## config.mk

```make
export PLATFORM = sky130hd
export DESIGN_NAME = ssl_ctrl
export DESIGN_NICKNAME = d
export VERILOG_FILES = /design/src/logic/ssl_pkg.sv /design/src/logic/ssl_ctrl.sv /design/src/logic/ssl_sync2.sv
export SDC_FILE = /design/constraint.sdc
export NUM_CORES = 1
export LEC_CHECK = 0
export BUFFER_PORTS_ARGS = -buffer_cell sky130_fd_sc_hd__buf_2
export CORE_ASPECT_RATIO = 0.7
export CORE_UTILIZATION = 35
export DETAILED_ROUTE_END_ITERATION = 8
export GPL_ROUTABILITY_DRIVEN = 0
export HOLD_SLACK_MARGIN = 0.15
export PLACE_DENSITY = 0.59
export SLEW_MARGIN = 20
export SYNTH_ARGS = -nofsm -noshare
export SYNTH_HDL_FRONTEND = slang
export SYNTH_HIERARCHICAL = 1
export SYNTH_SLANG_ARGS = --single-unit
```

## constraint.sdc

```tcl
create_clock -name clk_i -period 3.1 [get_ports clk_i]
set_input_delay 0.62 -clock clk_i [delete_from_list [all_inputs] [get_ports clk_i]]
set_output_delay 0.62 -clock clk_i [all_outputs]
set_load 0.02 [all_outputs]
```

## src/logic/ssl_pkg.sv

```systemverilog
// constants shared by the spindle speed loop serial control block
package ssl_pkg;
  // control word layout
  localparam int CW_W = 24;
  localparam logic [23:0] CTRL_RESET = 24'h00_0000;
  localparam int SLEEP_RUN_POS = 0;
  localparam int STEP_ONLY_POS = 1;
  localparam int BRAKE_POS = 2;
  localparam int ILIM_FIRST_POS = 3;
  localparam int ILIM_SECOND_POS = 4;
  localparam int SPD_LSB = 5;
  localparam int SPD_W = 14;
  localparam int SPD_SRC_POS = 19;
  localparam int POLE_FIRST_POS = 20;
  localparam int POLE_SECOND_POS = 21;
  localparam int DIAG_FIRST_POS = 22;
  localparam int DIAG_SECOND_POS = 23;
  // reference window: lowest speed bit weighs 16 oscillator cycles
  localparam int REF_W = 18;
  localparam int REF_WEIGHT_SHIFT = 4;
  // pole codes, written as {first bit, second bit}
  localparam logic [1:0] POLE_8 = 2'h0;
  localparam logic [1:0] POLE_16 = 2'h2;
  localparam logic [1:0] POLE_12 = 2'h3;
  // zero crossings per revolution: three per pole
  localparam int ZC_W = 6;
  localparam logic [5:0] ZC_REV_8 = 6'h18;
  localparam logic [5:0] ZC_REV_16 = 6'h30;
  localparam logic [5:0] ZC_REV_12 = 6'h24;
  // diagnostic mux codes, written as {first bit, second bit}
  localparam logic [1:0] DIAG_REV = 2'h0;
  localparam logic [1:0] DIAG_THERM = 2'h1;
  localparam logic [1:0] DIAG_SAFE = 2'h2;
  localparam logic [1:0] DIAG_ZC = 2'h3;
  // synchroniser reset values for the eight pin inputs
  localparam int NSYNC = 8;
  localparam logic [7:0] SYNC_RESET = 8'h42;
  // error detector states
  typedef enum logic [1:0] {ERR_IDLE, ERR_ARMED, ERR_UP, ERR_DOWN} ssl_err_e;
endpackage

```

## src/logic/ssl_ctrl.sv

```systemverilog
// spindle speed loop: serial control word, revolution_signal, reference window, error pump, brake
`timescale 1ns/1ps
// Behaviour
// - internal revolution signal toggles once per revolution by counting zero crossings
// - each revolution signal rising edge starts the reference window, unless the window length is zero
// - window length is the sum of weights 16 to 131072 of low bits
// - speed error is the gap between revolution and window falling edges
// - speed-source bit low selects pole counter, high selects external revolution_signal pin
// - clamp high from startup, dropped at the first error-fast event
// - clamp high means maximum current, filter bypassed and held
// - brake pin or brake bit turns sources off and sinks on
// - brake from the pin holds the sinks on until reset
// - chip select high ignores serial clock and data
// - chip select low shifts data into 24-bit register on clock rise
// - sleep/run bit sent last; word latched on chip select rise
// - reset clears every control bit, entering sleep
// - sleep/run bit low sleeps, high runs
// - step-only bit high disables back-emf commutation, startup oscillator only
// - two current-limit bits pick one of four current levels
// - pole codes 00, 10, 11 give 8, 16, 12 poles
// - diagnostic mux routes revolution, thermal, safe, zero-cross signals
// - speed count field is active low, zero bits add weight
// - zero-cross toggle inverts at every crossing
// - reference counter advances on the external oscillator input
// - brake pin active low turns all sinks on
module ssl_ctrl
  import ssl_pkg::*;
(
  input wire logic clk_i,
  input wire logic arst_n_i,
  input wire logic sclk_i,
  input wire logic cs_n_i,
  input wire logic sdi_i,
  input wire logic ref_count_clock_i,
  input wire logic zero_cross_toggle_i,
  input wire logic index_i,
  input wire logic brake_n_i,
  input wire logic thermal_i,
  output logic sleep_o,
  output logic step_only_o,
  output logic [1:0] current_limit_sel_o,
  output logic sources_off_o,
  output logic sinks_on_o,
  output logic loop_init_clamp_o,
  output logic pump_up_o,
  output logic pump_down_o,
  output logic error_fast_o,
  output logic revolution_signal_o,
  output logic diag_out_o
);
  // synchronised pins
  logic [NSYNC-1:0] pin_raw;
  logic [NSYNC-1:0] pin_s;
  logic sclk_s, cs_n_s, sdi_s, osc_s, zc_s, index_s, brake_n_s, therm_s;
  logic sclk_q, cs_n_q, osc_q, zc_q;
  logic sclk_rise, cs_rise, osc_rise, zc_edge;
  // control word
  logic [CW_W-1:0] shift_reg;
  logic [CW_W-1:0] motor_control_word;
  logic run_bit, brake_bit, speed_source_sel;
  logic [1:0] pole_count_sel, diag_mux_sel;
  logic [SPD_W-1:0] speed_count_field;
  // revolution and window
  logic [ZC_W-1:0] zc_cnt;
  logic revolution_signal_int, rev_sel, rev_q, rev_rise, rev_fall;
  logic [REF_W-1:0] ref_total, ref_cnt;
  logic ref_active, ref_q, ref_fall;
  // error detector
  ssl_err_e err_state, next_err_state;
  logic error_fast;
  logic pin_brake_latch;
  logic diag_sel_val;

  // zero-cross crossings per revolution for a pole code
  function automatic logic [ZC_W-1:0] zc_per_rev(input logic [1:0] code);
    case (code)
      POLE_16: zc_per_rev = ZC_REV_16;
      POLE_12: zc_per_rev = ZC_REV_12;
      default: zc_per_rev = ZC_REV_8; // undefined code runs as 8 poles
    endcase
  endfunction

  // every pin passes two flip-flops first
  assign pin_raw = {thermal_i, brake_n_i, index_i, zero_cross_toggle_i,
                    ref_count_clock_i, sdi_i, cs_n_i, sclk_i};
  ssl_sync2 #(.W(NSYNC), .RST_VAL(SYNC_RESET)) u_sync (
    .clk_i(clk_i),
    .arst_n_i(arst_n_i),
    .d_i(pin_raw),
    .q_o(pin_s)
  );
  assign {therm_s, brake_n_s, index_s, zc_s, osc_s, sdi_s, cs_n_s, sclk_s} = pin_s;

  // delayed copies for edge detection
  always_ff @(posedge clk_i or negedge arst_n_i) begin
    if (!arst_n_i) begin
      sclk_q <= 1'b0;
      cs_n_q <= 1'b1;
      osc_q <= 1'b0;
      zc_q <= 1'b0;
    end else begin
      sclk_q <= sclk_s;
      cs_n_q <= cs_n_s;
      osc_q <= osc_s;
      zc_q <= zc_s;
    end
  end
  assign sclk_rise = sclk_s & ~sclk_q;
  assign cs_rise = cs_n_s & ~cs_n_q;
  assign osc_rise = osc_s & ~osc_q;
  assign zc_edge = zc_s ^ zc_q;

  // serial shift register, idle while chip select is high
  always_ff @(posedge clk_i or negedge arst_n_i) begin
    if (!arst_n_i) begin
      shift_reg <= CTRL_RESET;
    end else if (!cs_n_s && sclk_rise) begin
      shift_reg <= {shift_reg[CW_W-2:0], sdi_s};
    end
  end

  // active word loads at the end of the write, cleared by reset
  always_ff @(posedge clk_i or negedge arst_n_i) begin
    if (!arst_n_i) begin
      motor_control_word <= CTRL_RESET;
    end else if (cs_rise) begin
      motor_control_word <= shift_reg;
    end
  end

  // field decode
  assign run_bit = motor_control_word[SLEEP_RUN_POS];
  assign brake_bit = motor_control_word[BRAKE_POS];
  assign speed_source_sel = motor_control_word[SPD_SRC_POS];
  assign speed_count_field = motor_control_word[SPD_LSB +: SPD_W];
  assign pole_count_sel = {motor_control_word[POLE_FIRST_POS],
                           motor_control_word[POLE_SECOND_POS]};
  assign diag_mux_sel = {motor_control_word[DIAG_FIRST_POS],
                         motor_control_word[DIAG_SECOND_POS]};

  // internal revolution_signal: toggles after one revolution of crossings
  always_ff @(posedge clk_i or negedge arst_n_i) begin
    if (!arst_n_i) begin
      zc_cnt <= '0;
      revolution_signal_int <= 1'b0;
    end else if (!run_bit) begin
      zc_cnt <= '0;
      revolution_signal_int <= 1'b0;
    end else if (zc_edge) begin
      if (zc_cnt >= zc_per_rev(pole_count_sel) - 6'h01) begin
        zc_cnt <= '0;
        revolution_signal_int <= ~revolution_signal_int;
      end else begin
        zc_cnt <= zc_cnt + 6'h01;
      end
    end
  end

  // revolution source select and its edges
  assign rev_sel = speed_source_sel ? index_s : revolution_signal_int;
  always_ff @(posedge clk_i or negedge arst_n_i) begin
    if (!arst_n_i) begin
      rev_q <= 1'b0;
    end else begin
      rev_q <= rev_sel;
    end
  end
  assign rev_rise = rev_sel & ~rev_q;
  assign rev_fall = ~rev_sel & rev_q;

  // window length: zero bits of the active-low field, weight 16 upward
  assign ref_total = {~speed_count_field, 4'h0};

  // reference window counter on oscillator rising edges
  always_ff @(posedge clk_i or negedge arst_n_i) begin
    if (!arst_n_i) begin
      ref_cnt <= '0;
      ref_active <= 1'b0;
    end else if (rev_rise) begin
      ref_cnt <= ref_total;
      ref_active <= (ref_total != '0);
    end else if (ref_active && osc_rise) begin
      ref_cnt <= ref_cnt - 18'h00001;
      if (ref_cnt == 18'h00001) begin
        ref_active <= 1'b0;
      end
    end
  end

  // window falling edge
  always_ff @(posedge clk_i or negedge arst_n_i) begin
    if (!arst_n_i) begin
      ref_q <= 1'b0;
    end else begin
      ref_q <= ref_active;
    end
  end
  assign ref_fall = ref_q & ~ref_active;

  // error detector next state from the order of falling edges
  always_comb begin
    next_err_state = err_state;
    case (err_state)
      ERR_IDLE: begin
        if (rev_rise && ref_total != '0) begin
          next_err_state = ERR_ARMED; // empty window measures nothing
        end
      end
      ERR_ARMED: begin
        if (rev_fall && ref_fall) begin
          next_err_state = ERR_IDLE;
        end else if (ref_fall) begin
          next_err_state = ERR_UP;
        end else if (rev_fall) begin
          next_err_state = ERR_DOWN;
        end
      end
      ERR_UP: begin
        if (rev_fall) begin
          next_err_state = ERR_IDLE;
        end
      end
      ERR_DOWN: begin
        if (ref_fall || rev_rise) begin
          next_err_state = ERR_IDLE;
        end
      end
      default: next_err_state = ERR_IDLE;
    endcase
  end
  assign error_fast = (err_state == ERR_ARMED) && rev_fall && !ref_fall;

  // error state and pump outputs
  always_ff @(posedge clk_i or negedge arst_n_i) begin
    if (!arst_n_i) begin
      err_state <= ERR_IDLE;
      pump_up_o <= 1'b0;
      pump_down_o <= 1'b0;
      error_fast_o <= 1'b0;
    end else if (!run_bit) begin
      err_state <= ERR_IDLE;
      pump_up_o <= 1'b0;
      pump_down_o <= 1'b0;
      error_fast_o <= 1'b0;
    end else begin
      err_state <= next_err_state;
      pump_up_o <= (next_err_state == ERR_UP);
      pump_down_o <= (next_err_state == ERR_DOWN);
      error_fast_o <= error_fast;
    end
  end

  // loop clamp: set in sleep and at startup, dropped at first error-fast
  always_ff @(posedge clk_i or negedge arst_n_i) begin
    if (!arst_n_i) begin
      loop_init_clamp_o <= 1'b1;
    end else if (!run_bit) begin
      loop_init_clamp_o <= 1'b1;
    end else if (error_fast) begin
      loop_init_clamp_o <= 1'b0;
    end
  end

  // pin brake is sticky until reset
  always_ff @(posedge clk_i or negedge arst_n_i) begin
    if (!arst_n_i) begin
      pin_brake_latch <= 1'b0;
    end else if (!brake_n_s) begin
      pin_brake_latch <= 1'b1;
    end
  end

  // brake drive: sources off, sinks on
  always_ff @(posedge clk_i or negedge arst_n_i) begin
    if (!arst_n_i) begin
      sources_off_o <= 1'b0;
      sinks_on_o <= 1'b0;
    end else begin
      sources_off_o <= brake_bit | pin_brake_latch | ~brake_n_s;
      sinks_on_o <= brake_bit | pin_brake_latch | ~brake_n_s;
    end
  end

  // mode outputs
  always_ff @(posedge clk_i or negedge arst_n_i) begin
    if (!arst_n_i) begin
      sleep_o <= 1'b1;
      step_only_o <= 1'b0;
      current_limit_sel_o <= 2'h0;
    end else begin
      sleep_o <= ~run_bit;
      step_only_o <= motor_control_word[STEP_ONLY_POS];
      current_limit_sel_o <= {motor_control_word[ILIM_FIRST_POS],
                              motor_control_word[ILIM_SECOND_POS]};
    end
  end

  // diagnostic mux; safe signal is the active reference window
  always_comb begin
    case (diag_mux_sel)
      DIAG_REV: diag_sel_val = rev_sel;
      DIAG_THERM: diag_sel_val = therm_s;
      DIAG_SAFE: diag_sel_val = ref_active;
      DIAG_ZC: diag_sel_val = zc_s;
      default: diag_sel_val = 1'b0;
    endcase
  end
  always_ff @(posedge clk_i or negedge arst_n_i) begin
    if (!arst_n_i) begin
      diag_out_o <= 1'b0;
      revolution_signal_o <= 1'b0;
    end else begin
      diag_out_o <= diag_sel_val;
      revolution_signal_o <= rev_sel;
    end
  end
endmodule

```

## src/logic/ssl_sync2.sv

```systemverilog
// two flip-flop synchroniser for a group of pin inputs
`timescale 1ns/1ps
module ssl_sync2 #(
  parameter int W = 8,
  parameter logic [W-1:0] RST_VAL = '0
) (
  input wire logic clk_i,
  input wire logic arst_n_i,
  input wire logic [W-1:0] d_i,
  output logic [W-1:0] q_o
);
  logic [W-1:0] meta;

  // first stage feeds only the second stage
  always_ff @(posedge clk_i or negedge arst_n_i) begin
    if (!arst_n_i) begin
      meta <= RST_VAL;
      q_o <= RST_VAL;
    end else begin
      meta <= d_i;
      q_o <= meta;
    end
  end
endmodule

```

==> impl_metrics.py <==
metrics = {
    "route": {
        "vias_per_cell": 4.960,
        "vias": 2599,
        "wl_per_cell_um": 14.46,
        "wl_met1_mm": 3.962,
        "antenna_left": 0,
        "route.detailed.drc": 0,
        "wl_met2_mm": 3.162,
        "drt_iter0_markers": 125,
        "highest_layer": "met4",
        "drt_wl_total_mm": 7.579,
        "dr.pass1.iters": 4,
        "wl_met3_um": 373,
    },
    "pwr": {
        "leakage_nw": 2.198,
        "p_total_mw": 3.701,
        "power.density_nw_per_um2": 731.7,
        "vdd_drop_max_uv": 424.2,
    },
    "clocking": {
        "cts-root-buf": "clkbuf_16",
        "cts.sinks": 109,
        "clk_pin_slew_worst_paths_ps": 70,
        "hold_buffers": 0,
        "ctsResizeCount": 0,
        "cts_tree": "yes",
        "clockBufferDepth": 2,
        "post_cts_buffers": 0,
        "h-tree-depth": 3,
        "worstSkewPairLatency_ps": 350,
        "numCtsBuffers": 9,
    },
    "placed_design": {
        "io_buffers": 21,
        "placed_cell_area_um2": 4755,
        "hpwl_mm": 5.115,
        "placedCellCount": 508,
    },
    "cells_and_area": {
        "fill_cells": 1189,
        "final_cell_area_um2": 5059,
        "area_growth_pct": 13.54,
        "layout_common_cells": "dfrtp_1 (102), mux2_2 (49), buf_2 (20), nand2_1 (16), nor2_1 (15)",
        "fin_cells": 524,
        "nets": 375,
        "drive_above_1_share": 0.2873,
        "final_common_cell": "dfrtp_1",
        "antenna_cells": 0,
    },
    "sta": {
        "rsz0062_at_grt": "false",
        "hold_viol": 0,
        "max_freq_ghz": 0.4703,
        "fin_tns_setup_ps": 0,
        "max_slew_margin": 0.3903,
        "worst_pin_slew_ps": 914.5,
        "maxSlewViolCount": 0,
        "fin_crit_ps": 2127,
        "period_share": 0.6860,
        "setup_viol": 0,
        "fin_skew_ps": 10.08,
    },
    "worst_setup_path": {
        "cp-start-kind": "register",
        "rr_endpoint": "revolution_signal_int",
        "cp_max_fo": 5,
        "cp-end-kind": "register",
        "cp_slowest_stage_delay_ps": 370,
        "reg2reg_depth": 8,
        "critical-path-top-cell-by-count": "ha_1",
        "r2r-start": "motor_control_word[20]",
        "rrSetupSlack_ps": 970,
        "cpMaxStageDelayCell": "dfrtp_1",
        "crit_type": "reg2reg",
        "arrival_ps": 2360,
        "crit_chain": "and2_1 -> inv_1 -> ha_1 -> ha_1 -> nand2_1 -> o21ai_0 -> o31a_1 -> mux2_2",
        "cp_data_required_time_ps": 3330,
    },
    "die": {
        "fp.coreArea_um2": 12420,
        "die-area_um2": 13190,
        "initial_core_util": 0.3587,
        "row_count": 34,
        "die_y_um": 96.40,
        "die_x_um": 136.9,
        "ios": 22,
    },
    "yosys": {
        "yosys.area_share.simple": 0.1098,
        "synth-main-ff-cell": "dfrtp_1",
        "syn_nets": 352,
        "yosysWarningCount": 6,
        "netlist_area_um2": 4456,
        "yosys.area_share.adder": 0.02247,
        "yosysSeqAreaShare": 0.6142,
        "ys_ff_latch": 109,
        "synth_cells": 334,
        "synth_edf_count": 0,
        "muxShareOfSynthArea": 0.1514,
        "yosysUniqueCellTypes": 44,
        "async_reset_ff_frac": 1.000,
        "synth_top_family_by_area": "multiplexers",
        "synth_compound_area_frac": 0.05279,
        "syn_area_per_cell_um2": 13.34,
        "synthXorXnorAreaFrac": 0.02752,
    },
    "global_route": {
        "grt_max_degree": 61,
        "grt_use_total": 0.1294,
        "antenna_found_initial": 0,
        "gr-total-overflow": 0,
        "grt_pass1_vias": 2559,
        "grt_pass1_wl_mm": 12.71,
    },
    "status": {
        "outcome": "finished, final reports clean",
    },
    "flow_run": {
        "drv_cap": 0,
    },
    "hold_path": {
        "hold_class": "in2async",
    },
}
==> area by class of cell <==
type / count / area (um^2) / share of cell area
repair buffers: 26 / 157.7 / 0.03116
well taps: 162 / 202.7 / 0.04007
multi-input cells: 202 / 1624 / 0.3210
inverters: 9 / 33.78 / 0.006678
clock inverters: 6 / 75.07 / 0.01484
clock buffers: 10 / 229.0 / 0.04526
flip-flops and latches: 109 / 2736 / 0.5409
==> power breakdown <==
group | total, mW | internal, mW | switching, mW
Clock | 1.17 | 0.641 | 0.528
Combinational | 0.664 | 0.297 | 0.367
Sequential | 1.87 | 1.66 | 0.203
Total | 3.70 | 2.60 | 1.10
==> critical path, delay by kind of cell, from the launching register on <==
family	cells	cell delay, ps
AO/OA/AOI/OAI	2	450
adder cells (fa/ha/maj)	2	570
buffers and inverters	1	50
flip-flops	1	370
multiplexers	1	360
AND/OR/NAND/NOR	2	220
==> worst max path at each step <==
stage	start	end	slack [ps]	cells after the start
final	motor_control_word[20]	revolution_signal_int	970	8
after global routing	motor_control_word[20]	revolution_signal_int	860	8
after CTS	motor_control_word[20]	revolution_signal_int	970	8
after detailed placement	motor_control_word[20]	revolution_signal_int	980	8
after global placement	motor_control_word[20]	revolution_signal_int	1070	8
after floorplan	motor_control_word[20]	revolution_signal_int	1160	8
==> logic make-up (layout without fill, tap and decap cells) <==
group / count (synthesis) / count (layout)
AND/OR/NAND/NOR: 84 / 84
flip-flops: 109 / 109
adder cells (fa/ha/maj): 8 / 8
buffers and inverters: 23 / 51
AO/OA/AOI/OAI: 36 / 36
XOR/XNOR: 14 / 14
multiplexers: 60 / 60
==> layer usage <==
layer  vias up  GRT usage
met5         -          0
met4         0    0.04487
met3         8    0.04538
met2        46     0.1823
met1      1295     0.1838
li1       1250          -
==> Yosys cell counts (all sizes together) (7+ instances only) <==
master,n,area [um^2]
nand4,7,43.79
mux2,49,551.8
dfstp,7,183.9
xnor2,8,70.07
buf,8,41.29
dfrtp,102,2552
ha,8,100.1
mux2i,10,100.1
o211ai,9,67.56
nor2,15,56.30
nand2,16,60.06
inv,9,33.78
a21oi,9,45.04
==> stage by stage <==
step	setup slack, ps	util	hold WS (ps)
floorplan	1164	-	324.4
global placement	1072	0.3828	333.1
detailed placement	984.0	0.3828	334.7
CTS	969.1	0.4072	351.0
global route	857.8	0.4072	345.5
finish	973.5	0.4072	335.1
No activity file was read; power rests on OpenSTA's default activity.
